### src/logic/csa_pkg.sv
// Constants for the controlled sequence advance block.
// Assumes a 32-bit Avalon-MM register bus and a 125 MHz core clock.
package csa_pkg;
  // Register word byte offsets
  localparam logic [4:0] CSA_REG_CTRL   = 5'h00;
  localparam logic [4:0] CSA_REG_TOTAL  = 5'h04;
  localparam logic [4:0] CSA_REG_STEP   = 5'h08;
  localparam logic [4:0] CSA_REG_SETIDX = 5'h0c;
  localparam logic [4:0] CSA_REG_SETDAT = 5'h10;
  localparam logic [4:0] CSA_REG_ACTIVE = 5'h14;
  localparam logic [4:0] CSA_REG_STATUS = 5'h18;

  // Control and status field positions
  localparam int CSA_CTRL_EN      = 0;
  localparam int CSA_CTRL_ADV_LO  = 1;
  localparam int CSA_CTRL_RST_LO  = 3;
  localparam int CSA_CTRL_INV1    = 5;
  localparam int CSA_CTRL_INV2    = 6;
  localparam int CSA_CTRL_FALL    = 7;
  localparam int CSA_STAT_EN      = 8;
  localparam int CSA_STAT_WAIT    = 9;

  // Set store geometry
  localparam int CSA_SETS         = 64;
  localparam int CSA_IDX_W        = 6;
  localparam int CSA_CNT_W        = 7;
  localparam int CSA_PAR_W        = 32;
  localparam logic [CSA_CNT_W-1:0] CSA_TOTAL_MAX = 7'h40;
  localparam logic [CSA_CNT_W-1:0] CSA_TOTAL_RST = 7'h40;
  localparam logic [CSA_PAR_W-1:0] CSA_ACTIVE_RST = 32'h0000_0000;

  // Advance source and restart source codes
  localparam logic [1:0] CSA_ADV_ALWAYS = 2'h0;
  localparam logic [1:0] CSA_ADV_LINE1  = 2'h1;
  localparam logic [1:0] CSA_ADV_LINE2  = 2'h2;
  localparam logic [1:0] CSA_ADV_OFF    = 2'h3;
  localparam logic [1:0] CSA_RST_NONE   = 2'h0;
  localparam logic [1:0] CSA_RST_LINE1  = 2'h1;
  localparam logic [1:0] CSA_RST_LINE2  = 2'h2;

  // Line settle window after a level change
  localparam int CSA_CLK_MHZ    = 125;
  localparam int CSA_SETTLE_US  = 1;
  localparam int CSA_SETTLE_CYC = CSA_SETTLE_US * CSA_CLK_MHZ;
  localparam int CSA_SET_CNT_W  = 8;

  // Bus access phases
  typedef enum logic [1:0] {CSA_BUS_IDLE, CSA_BUS_FETCH, CSA_BUS_DONE} csa_bus_t;
endpackage : csa_pkg

### src/logic/csa_set_mem.sv
// Store of sequence parameter sets, one word per set.
// Assumes one write and one read port; read data come from a register.
`timescale 1ns/1ps
module csa_set_mem (
  // Clock
  input  wire logic                                     core_clk_i,
  // Write port
  input  wire logic                                     wr_en_i,
  input  wire logic [csa_pkg::CSA_IDX_W-1:0]            wr_addr_i,
  input  wire logic [csa_pkg::CSA_PAR_W-1:0]            wr_data_i,
  // Read port
  input  wire logic                                     rd_en_i,
  input  wire logic [csa_pkg::CSA_IDX_W-1:0]            rd_addr_i,
  output logic      [csa_pkg::CSA_PAR_W-1:0]            rd_data_o
);
  import csa_pkg::*;

  logic [CSA_PAR_W-1:0] mem_q [CSA_SETS];

  // Write storage
  always_ff @(posedge core_clk_i) begin
    if (wr_en_i) begin
      mem_q[wr_addr_i] <= wr_data_i;
    end
  end

  // Registered read
  always_ff @(posedge core_clk_i) begin
    if (rd_en_i) begin
      rd_data_o <= mem_q[rd_addr_i];
    end
  end
endmodule : csa_set_mem

### src/logic/csa_sequencer.sv
// Controlled sequence advance sequencer with Avalon-MM register slave.
// Assumes frame trigger and input lines are synchronous to core_clk_i.
//
// Operation
// [RQ1] Sets step upward in index order, governed by the chosen advance source.
// [RQ2] Always-active source advances on every accepted frame trigger.
// [RQ3] Line one or line two source decides advance from that line's level.
// [RQ4] Disabled source changes sets only on a software step command; the code also restarts to set 0 on a restart line.
// [RQ5] Cycle length is programmable, 1 to 64, indices 0 to count minus one.
// [RQ6] Enabling loads stored set 0 into the active set.
// [RQ7] Always-active: first acquisition after enabling uses set 1.
// [RQ8] After the last index the next advance wraps to set 0.
// [RQ9] Disabling stops cycling and restores the pre-enable active values.
// [RQ10] Restart source selectable as line one or line two.
// [RQ11] Restart line high at a trigger starts a new cycle on set 0.
// [RQ12] Restart wins over advance at the same trigger.
// [RQ13] While a line changes level, waiting-for-trigger status drops.
// [RQ14] Per-line invert; with invert off, high means asserted.
// [RQ15] Decisions are taken at the configured frame trigger edge.
// [RQ16] Line source: high loads next set, low keeps the current set.
// [RQ17] Triggers arriving while a line settles are ignored.
// [RQ18] Outside party must pick the other line for restart than for advance.
// [RQ19] Each software step moves forward by one, wrapping after the last.
`timescale 1ns/1ps
module csa_sequencer (
  // Clock and reset
  input  wire logic                                     core_clk_i,
  input  wire logic                                     srst_i,
  // Avalon-MM slave
  input  wire logic [4:0]                               avs_address_i,
  input  wire logic                                     avs_read_i,
  input  wire logic                                     avs_write_i,
  input  wire logic [31:0]                              avs_writedata_i,
  output logic      [31:0]                              avs_readdata_o,
  output logic                                          avs_waitrequest_o,
  // Trigger and control lines
  input  wire logic                                     frame_trigger_i,
  input  wire logic [1:0]                               input_line_i,
  // Sequencer outputs
  output logic      [csa_pkg::CSA_PAR_W-1:0]            active_params_o,
  output logic      [csa_pkg::CSA_IDX_W-1:0]            set_index_o,
  output logic                                          frame_accept_o,
  output logic                                          waiting_trigger_o
);
  import csa_pkg::*;

  localparam logic [CSA_SET_CNT_W-1:0] SETTLE_LOAD = CSA_SET_CNT_W'(CSA_SETTLE_CYC);

  // Configuration state
  logic                  enable_q;
  logic [1:0]            adv_src_q;
  logic [1:0]            rst_src_q;
  logic [1:0]            invert_q;
  logic                  fall_edge_q;
  logic [CSA_CNT_W-1:0]  total_q;
  logic [CSA_IDX_W-1:0]  mem_idx_q;
  // Sequencer state
  logic                  enable_d1_q;
  logic [CSA_IDX_W-1:0]  idx_q;
  logic [CSA_PAR_W-1:0]  active_q;
  logic [CSA_PAR_W-1:0]  shadow_q;
  logic                  load_q;
  logic                  trig_q;
  logic [1:0]            line_q;
  logic [CSA_SET_CNT_W-1:0] settle_q;
  logic                  accept_q;
  // Bus state
  csa_bus_t              bus_q;
  logic [31:0]           rdata_q;

  // Combinational terms
  logic                  trig_edge;
  logic [1:0]            line_eff;
  logic                  settling;
  logic                  accept;
  logic                  restart_hit;
  logic                  adv_hit;
  logic                  enable_rise;
  logic                  enable_fall;
  logic                  bus_req;
  logic                  bus_take;
  logic                  bus_wr;
  logic                  sw_step;
  logic                  seq_rd;
  logic [CSA_IDX_W-1:0]  wrap_idx;
  logic [CSA_IDX_W-1:0]  next_idx;
  logic                  mem_rd_en;
  logic [CSA_IDX_W-1:0]  mem_rd_addr;
  logic [CSA_PAR_W-1:0]  mem_rd_data;

  // Edge, invert and settle qualification
  assign trig_edge   = fall_edge_q ? (trig_q & ~frame_trigger_i)
                                   : (~trig_q & frame_trigger_i); // see [RQ15]
  assign line_eff    = input_line_i ^ invert_q;                   // see [RQ14]
  assign settling    = (settle_q != '0) || (input_line_i != line_q);
  assign accept      = enable_q & enable_d1_q & trig_edge & ~settling; // see [RQ17]
  assign enable_rise = enable_q & ~enable_d1_q;
  assign enable_fall = ~enable_q & enable_d1_q;

  // Restart source decode
  always_comb begin
    case (rst_src_q)
      CSA_RST_LINE1: restart_hit = line_eff[0]; // see [RQ10]
      CSA_RST_LINE2: restart_hit = line_eff[1]; // see [RQ10]
      default:       restart_hit = 1'b0;
    endcase
  end

  // Advance source decode
  always_comb begin
    case (adv_src_q)
      CSA_ADV_ALWAYS: adv_hit = 1'b1;        // see [RQ2]
      CSA_ADV_LINE1:  adv_hit = line_eff[0]; // see [RQ3] see [RQ16]
      CSA_ADV_LINE2:  adv_hit = line_eff[1]; // see [RQ3] see [RQ16]
      default:        adv_hit = 1'b0;        // see [RQ4]
    endcase
  end

  // Bus request decode
  assign bus_req   = avs_read_i | avs_write_i;
  assign bus_wr    = avs_write_i & (bus_q == CSA_BUS_DONE);
  assign sw_step   = bus_wr & (avs_address_i == CSA_REG_STEP) & avs_writedata_i[0];

  // Index stepping with wrap
  assign wrap_idx = (CSA_CNT_W'(idx_q) + 7'h01 >= total_q) ? '0 : idx_q + 6'h01; // see [RQ8]
  always_comb begin
    next_idx = idx_q;
    if (enable_rise) begin
      next_idx = '0;                                 // see [RQ6]
    end else if (accept && restart_hit) begin
      next_idx = '0;                                 // see [RQ11] see [RQ12]
    end else if (accept && adv_hit) begin
      next_idx = wrap_idx;                           // see [RQ1] see [RQ7]
    end else if (enable_q && enable_d1_q && sw_step) begin
      next_idx = wrap_idx;                           // see [RQ19]
    end
  end

  // Sequencer owns the memory read port when a set must load
  assign seq_rd      = enable_rise | (enable_q & enable_d1_q & (accept | sw_step));
  assign bus_take    = bus_req & (bus_q == CSA_BUS_IDLE) & ~seq_rd;
  assign mem_rd_en   = seq_rd | bus_take;
  assign mem_rd_addr = seq_rd ? next_idx : mem_idx_q;

  csa_set_mem u_set_mem (
    .core_clk_i (core_clk_i),
    .wr_en_i    (bus_wr & (avs_address_i == CSA_REG_SETDAT)),
    .wr_addr_i  (mem_idx_q),
    .wr_data_i  (avs_writedata_i),
    .rd_en_i    (mem_rd_en),
    .rd_addr_i  (mem_rd_addr),
    .rd_data_o  (mem_rd_data)
  );

  // Input sampling and trigger history
  always_ff @(posedge core_clk_i) begin
    if (srst_i) begin
      trig_q <= 1'b0;
      line_q <= 2'h0;
    end else begin
      trig_q <= frame_trigger_i;
      line_q <= input_line_i;
    end
  end

  // Settle window after any line change
  always_ff @(posedge core_clk_i) begin
    if (srst_i) begin
      settle_q <= '0;
    end else if (input_line_i != line_q) begin
      settle_q <= SETTLE_LOAD;                       // see [RQ13]
    end else if (settle_q != '0) begin
      settle_q <= settle_q - 8'h01;
    end
  end

  // Configuration registers
  always_ff @(posedge core_clk_i) begin
    if (srst_i) begin
      enable_q    <= 1'b0;
      adv_src_q   <= CSA_ADV_ALWAYS;
      rst_src_q   <= CSA_RST_NONE;
      invert_q    <= 2'h0;
      fall_edge_q <= 1'b0;
      total_q     <= CSA_TOTAL_RST;
      mem_idx_q   <= '0;
    end else if (bus_wr) begin
      case (avs_address_i)
        CSA_REG_CTRL: begin
          enable_q    <= avs_writedata_i[CSA_CTRL_EN];
          adv_src_q   <= avs_writedata_i[CSA_CTRL_ADV_LO +: 2];
          rst_src_q   <= avs_writedata_i[CSA_CTRL_RST_LO +: 2];
          invert_q    <= {avs_writedata_i[CSA_CTRL_INV2], avs_writedata_i[CSA_CTRL_INV1]};
          fall_edge_q <= avs_writedata_i[CSA_CTRL_FALL];
        end
        CSA_REG_TOTAL: begin
          if (avs_writedata_i[CSA_CNT_W-1:0] != '0 &&
              avs_writedata_i[CSA_CNT_W-1:0] <= CSA_TOTAL_MAX &&
              avs_writedata_i[31:CSA_CNT_W] == '0) begin
            total_q <= avs_writedata_i[CSA_CNT_W-1:0]; // see [RQ5]
          end
        end
        CSA_REG_SETIDX: mem_idx_q <= avs_writedata_i[CSA_IDX_W-1:0];
        default: ;
      endcase
    end
  end

  // Enable history and current index
  always_ff @(posedge core_clk_i) begin
    if (srst_i) begin
      enable_d1_q <= 1'b0;
      idx_q       <= '0;
      load_q      <= 1'b0;
      accept_q    <= 1'b0;
    end else begin
      enable_d1_q <= enable_q;
      idx_q       <= next_idx;
      load_q      <= seq_rd;
      accept_q    <= accept;
    end
  end

  // Active set: load from store, save and restore around enable
  always_ff @(posedge core_clk_i) begin
    if (srst_i) begin
      active_q <= CSA_ACTIVE_RST;
      shadow_q <= CSA_ACTIVE_RST;
    end else begin
      if (enable_rise) begin
        shadow_q <= active_q;                        // see [RQ9]
      end
      if (enable_fall) begin
        active_q <= shadow_q;                        // see [RQ9]
      end else if (load_q && enable_q) begin
        active_q <= mem_rd_data;                     // see [RQ6]
      end else if (bus_wr && avs_address_i == CSA_REG_ACTIVE && !enable_q) begin
        active_q <= avs_writedata_i;
      end
    end
  end

  // Bus access phases: fetch, then answer
  always_ff @(posedge core_clk_i) begin
    if (srst_i) begin
      bus_q <= CSA_BUS_IDLE;
    end else begin
      case (bus_q)
        CSA_BUS_IDLE:  bus_q <= bus_take ? CSA_BUS_FETCH : CSA_BUS_IDLE;
        CSA_BUS_FETCH: bus_q <= CSA_BUS_DONE;
        CSA_BUS_DONE:  bus_q <= CSA_BUS_IDLE;
        default:       bus_q <= CSA_BUS_IDLE;
      endcase
    end
  end

  // Read data capture
  always_ff @(posedge core_clk_i) begin
    if (srst_i) begin
      rdata_q <= 32'h0000_0000;
    end else if (bus_q == CSA_BUS_FETCH) begin
      case (avs_address_i)
        CSA_REG_CTRL:   rdata_q <= {24'h00_0000, fall_edge_q, invert_q, rst_src_q,
                                    adv_src_q, enable_q};
        CSA_REG_TOTAL:  rdata_q <= {25'h000_0000, total_q};
        CSA_REG_SETIDX: rdata_q <= {26'h000_0000, mem_idx_q};
        CSA_REG_SETDAT: rdata_q <= mem_rd_data;
        CSA_REG_ACTIVE: rdata_q <= active_q;
        CSA_REG_STATUS: rdata_q <= {22'h00_0000, ~settling, enable_q, 2'h0, idx_q};
        default:        rdata_q <= 32'h0000_0000;
      endcase
    end
  end

  // Outputs
  assign avs_waitrequest_o = ~(bus_q == CSA_BUS_DONE);
  assign avs_readdata_o    = rdata_q;
  assign active_params_o   = active_q;
  assign set_index_o       = idx_q;
  assign frame_accept_o    = accept_q;
  assign waiting_trigger_o = ~settling;              // see [RQ13]
endmodule : csa_sequencer

### config.mk
export PLATFORM = sky130hd
export DESIGN_NAME = csa_sequencer
export DESIGN_NICKNAME = d
export VERILOG_FILES = /design/src/logic/csa_pkg.sv /design/src/logic/csa_set_mem.sv /design/src/logic/csa_sequencer.sv
export SDC_FILE = /design/constraint.sdc
export NUM_CORES = 2
export LEC_CHECK = 0
export BUFFER_PORTS_ARGS = -buffer_cell sky130_fd_sc_hd__buf_2
export CAP_MARGIN = 20
export CORE_MARGIN = 3
export CORE_UTILIZATION = 30
export CTS_CLUSTER_DIAMETER = 100
export DETAILED_ROUTE_END_ITERATION = 8
export SKIP_CTS_REPAIR_TIMING = 1
export SLEW_MARGIN = 20
export SYNTH_ARGS = -nofsm -noshare
export SYNTH_HDL_FRONTEND = slang
export SYNTH_SLANG_ARGS = --single-unit
### constraint.sdc
create_clock -name core_clk_i -period 5.7 [get_ports core_clk_i]
set_input_delay 0.285 -clock core_clk_i [delete_from_list [all_inputs] [get_ports core_clk_i]]
set_output_delay 0.285 -clock core_clk_i [all_outputs]
set_load 0.005 [all_outputs]
==> metrics.yaml <==
routing:
  vias: 56293
  routed_wl_mm: 285
  drcViolationCount: 0
  via_per_inst: 5.41
  drtPass1Iterations: 9
  ant_nets: 0
  wire_per_inst_um: 27.4
  first_iter_violations: 8399
worst_setup_path:
  path_cells: "inv_1 > ha_1 > or4b_4 > or4_4 > clkinv_2 > nand4_4 > a32o_1 > o21ai_4 > buf_12 > buf_4 > mux2_2 > o211ai_1 > a41oi_1 > a311oi_4 > nand4_1"
  rrSetupSlack_ns: 0.21
  worstReg2RegStart: "settle_q[0]$_SDFFE_PP0N_"
  critPathSlowestCell: "a311oi_4"
  start_kind: "flip-flop"
  reg2reg_depth: 15
  arrival_ns: 6.07
  reg2reg_to: "u_set_mem.rd_data_o[8]$_DFFE_PP_"
  critPathLaunch: "settle_q[0]$_SDFFE_PP0N_"
  slowest_delay_ns: 0.59
  crit_type: "reg -> reg"
  cp-end-kind: "flip-flop"
  worstPathRequired_ns: 6.28
  worstPathMaxFanout: 39
clock_tree:
  cts_tree: "yes"
  clk_latency_ns: 0.85
  clkSinkCount: 2219
  root_buffer: "clkbuf_16"
  clk_pin_slew_ns: 0.06
  clock_path_buffers: 3
  cts_buffers: 219
  cts_max_level: 4
yosys:
  synth_cells: 6036
  synth_top_cell_area_share: 0.709
  yosysTopAreaCell: "edfxtp_1"
  synth_seq_cells: 2219
  synthTopCellsByArea: "edfxtp_1, nand2_1, mux2i_1"
  syn-mean-instance-area_um2: 14.6
  synth_edf_count: 2080
  synth.distinct_cells: 81
  ys.flop_type: "edfxtp_1"
  synth_area_mm2: 0.0882
  async_reset_ff_frac: 0
  synth_nets: 6091
  yosys_warnings: 0
  ys_seq_area_frac: 0.740
power:
  p_per_area_mw_per_mm2: 316
  pwr-share-comb: 0.016
  p_sw_w: 0.00668
  leakage_nw: 35.5
  power_frac_seq: 0.551
  p_sw_frac: 0.206
  power.internal_w: 0.0258
  clkPwrFrac: 0.433
  vdd_drop_max_uv: 338
finish:
  regArea_mm2: 0.0652
  finalNetCount: 6380
  mostFrequentLayoutCells: "edfxtp_1, nand2_1, mux2i_1, nand3_1, buf_4"
  fin_area_mm2: 0.103
  fillers: 27612
  final_cells: 10411
  multiInputGateArea_mm2: 0.0215
  mostFrequentLayoutCell: "edfxtp_1"
  area_delta_synth_final_pct: 16.4
  final_layout_size_suffix_gt1_frac: 0.152
global_route:
  track_usage: 0.183
  grt_overflow_total: 0
  grt_pass1_vias: 52936
  antenna_found_initial: 11
  grt_max_degree: 76
  grt_pass1_wl_mm: 400
timing:
  whs_ns: -0.000138
  min_period_ns: 5.49
  finalHoldViolations: 1
  slew_violations: 0
  grt_setup_unrepaired: "false"
  setup_viol: 0
  skew_ns: 0.0400
  slew_headroom: 0.217
  fmax_mhz: 182
  fin_crit_sh: 0.964
  worst_pin_slew_ns: 1.17
place:
  dp.cells: 9983
  dpl_cell_area_mm2: 0.0955
  gp_congestion: 0.951
  io_buffers: 116
  hpwl_mm: 175
worst_hold_path:
  hold_depth: 4
  min_to: "rst_src_q[0]$_SDFFE_PP0P_"
  min_path_type: "in -> reg"
  min-delay-start: "avs_write_i"
floorplan:
  die_area_mm2: 0.300
  ios: 117
  start_util: 0.302
  std_cell_rows: 198
  core_area_mm2: 0.292
  die_y_um: 548
  die_w_um: 548
outcome:
  violations: "negative hold slack"
  outcome: "complete, but fails checks"
job:
  drv_cap: 0
==> critical path: cells and delay by family, from the launching register on <==
kind	cells	cell delay, ns
AO/OA/AOI/OAI	5	2.12
AND/OR/NAND/NOR	4	1.37
buffers and inverters	4	0.86
multiplexers	1	0.35
flip-flops	1	0.30
adder cells (fa/ha/maj)	1	0.22
==> cells in the mapped netlist (all sizes together), types with 11 or more instances <==
| cell type | instances |
|---|---|
| a311oi | 14 |
| and3 | 30 |
| mux2 | 67 |
| o211ai | 78 |
| o22a | 20 |
| a222oi | 41 |
| dfxtp | 139 |
| buf | 186 |
| a211oi | 11 |
| o22ai | 68 |
| a21oi | 234 |
| nand2 | 1177 |
| a32o | 25 |
| nor4 | 17 |
| nand4 | 104 |
| a221oi | 13 |
| a32oi | 116 |
| o2111ai | 13 |
| nand3 | 328 |
| inv | 43 |
| edfxtp | 2080 |
| clkbuf | 216 |
| ha | 11 |
| mux4 | 55 |
| a22oi | 48 |
| nor3 | 102 |
| mux2i | 380 |
| o31ai | 45 |
| o21ai | 48 |
| nor2 | 165 |
| or4 | 16 |
| a31oi | 32 |
==> power groups by stage <==
stage          logic [W]  registers [W]  clock network [W]
2_1_floorplan  0.0000893         0.0182                  0
3_3_place_gp    0.000483         0.0182                  0
3_5_place_dp    0.000500         0.0182                  0
4_1_cts         0.000501         0.0179             0.0142
5_1_grt         0.000545         0.0179             0.0149
6_report        0.000525         0.0179             0.0141
==> routing by layer <==
| metal | vias up | wire (um) | share of wire | global-route usage |
|---|---|---|---|---|
| met1 | 28526 | 114000 | 0.40 | 0.249 |
| li1 | 23795 | - | - | - |
| met5 | - | 23 | 0.000081 | 0 |
| met4 | 4 | 12700 | 0.044 | 0.0733 |
| met3 | 533 | 34200 | 0.12 | 0.0534 |
| met2 | 3435 | 124000 | 0.44 | 0.273 |
==> worst max path at each step <==
stage	to	slack, ns
3_5_place_dp	u_set_mem.rd_data_o[8]$_DFFE_PP_	-0.17
6_report	u_set_mem.rd_data_o[8]$_DFFE_PP_	0.21
4_1_cts	u_set_mem.rd_data_o[8]$_DFFE_PP_	-0.17
2_1_floorplan	u_set_mem.rd_data_o[11]$_DFFE_PP_	1.33
3_3_place_gp	u_set_mem.rd_data_o[8]$_DFFE_PP_	-0.14
5_1_grt	u_set_mem.rd_data_o[8]$_DFFE_PP_	0.04
==> cell families (layout without fill, tap and decap cells) <==
kind of cell / Yosys count / after routing / synth area share
flip-flops: 2219 / 2219 / 0.740
AND/OR/NAND/NOR: 1991 / 1991 / 0.0985
XOR/XNOR: 10 / 10 / 0.000993
multiplexers: 502 / 502 / 0.0658
AO/OA/AOI/OAI: 857 / 857 / 0.0694
buffers and inverters: 446 / 917 / 0.0237
adder cells (fa/ha/maj): 11 / 11 / 0.00156
other: 0 / 4 / 0
==> per-stage QoR <==
| stage | worst slack (ns) | utilization | hold slack (ns) | TNS, ns | total power [W] |
|---|---|---|---|---|---|
| detailed placement | -0.173 | 0.327 | 0.443 | -0.173 | 0.0187 |
| floorplan | 1.33 | - | 0.384 | 0 | 0.0183 |
| global placement | -0.137 | 0.327 | 0.438 | -0.137 | 0.0187 |
| global route | 0.0416 | 0.352 | 0.000212 | 0 | 0.0333 |
| CTS | -0.171 | 0.351 | -0.351 | -0.171 | 0.0326 |
| finish | 0.207 | 0.352 | -0.000138 | 0 | 0.0325 |
==> flip-flops by register name (all words and copies together) (netlist names), 2 cells and up <==
signal / count
active_params_o: 32
adv_src_q: 2
avs_readdata_o: 32
bus_q: 2
invert_q: 2
line_q: 2
mem_idx_q: 6
rst_src_q: 2
set_index_o: 6
settle_q: 8
shadow_q: 32
total_q: 7
u_set_mem.mem_q: 2048
u_set_mem.rd_data_o: 32
==> layout make-up <==
class,count,area share
inverters,44,0.00162
diodes,4,0.0000975
clock inverters,134,0.0114
well taps,3900,0.0475
multi-input cells,3371,0.210
clock buffers,269,0.0561
repair buffers,470,0.0380
flip-flops and latches,2219,0.636
Power figures use the tool's default switching activity.
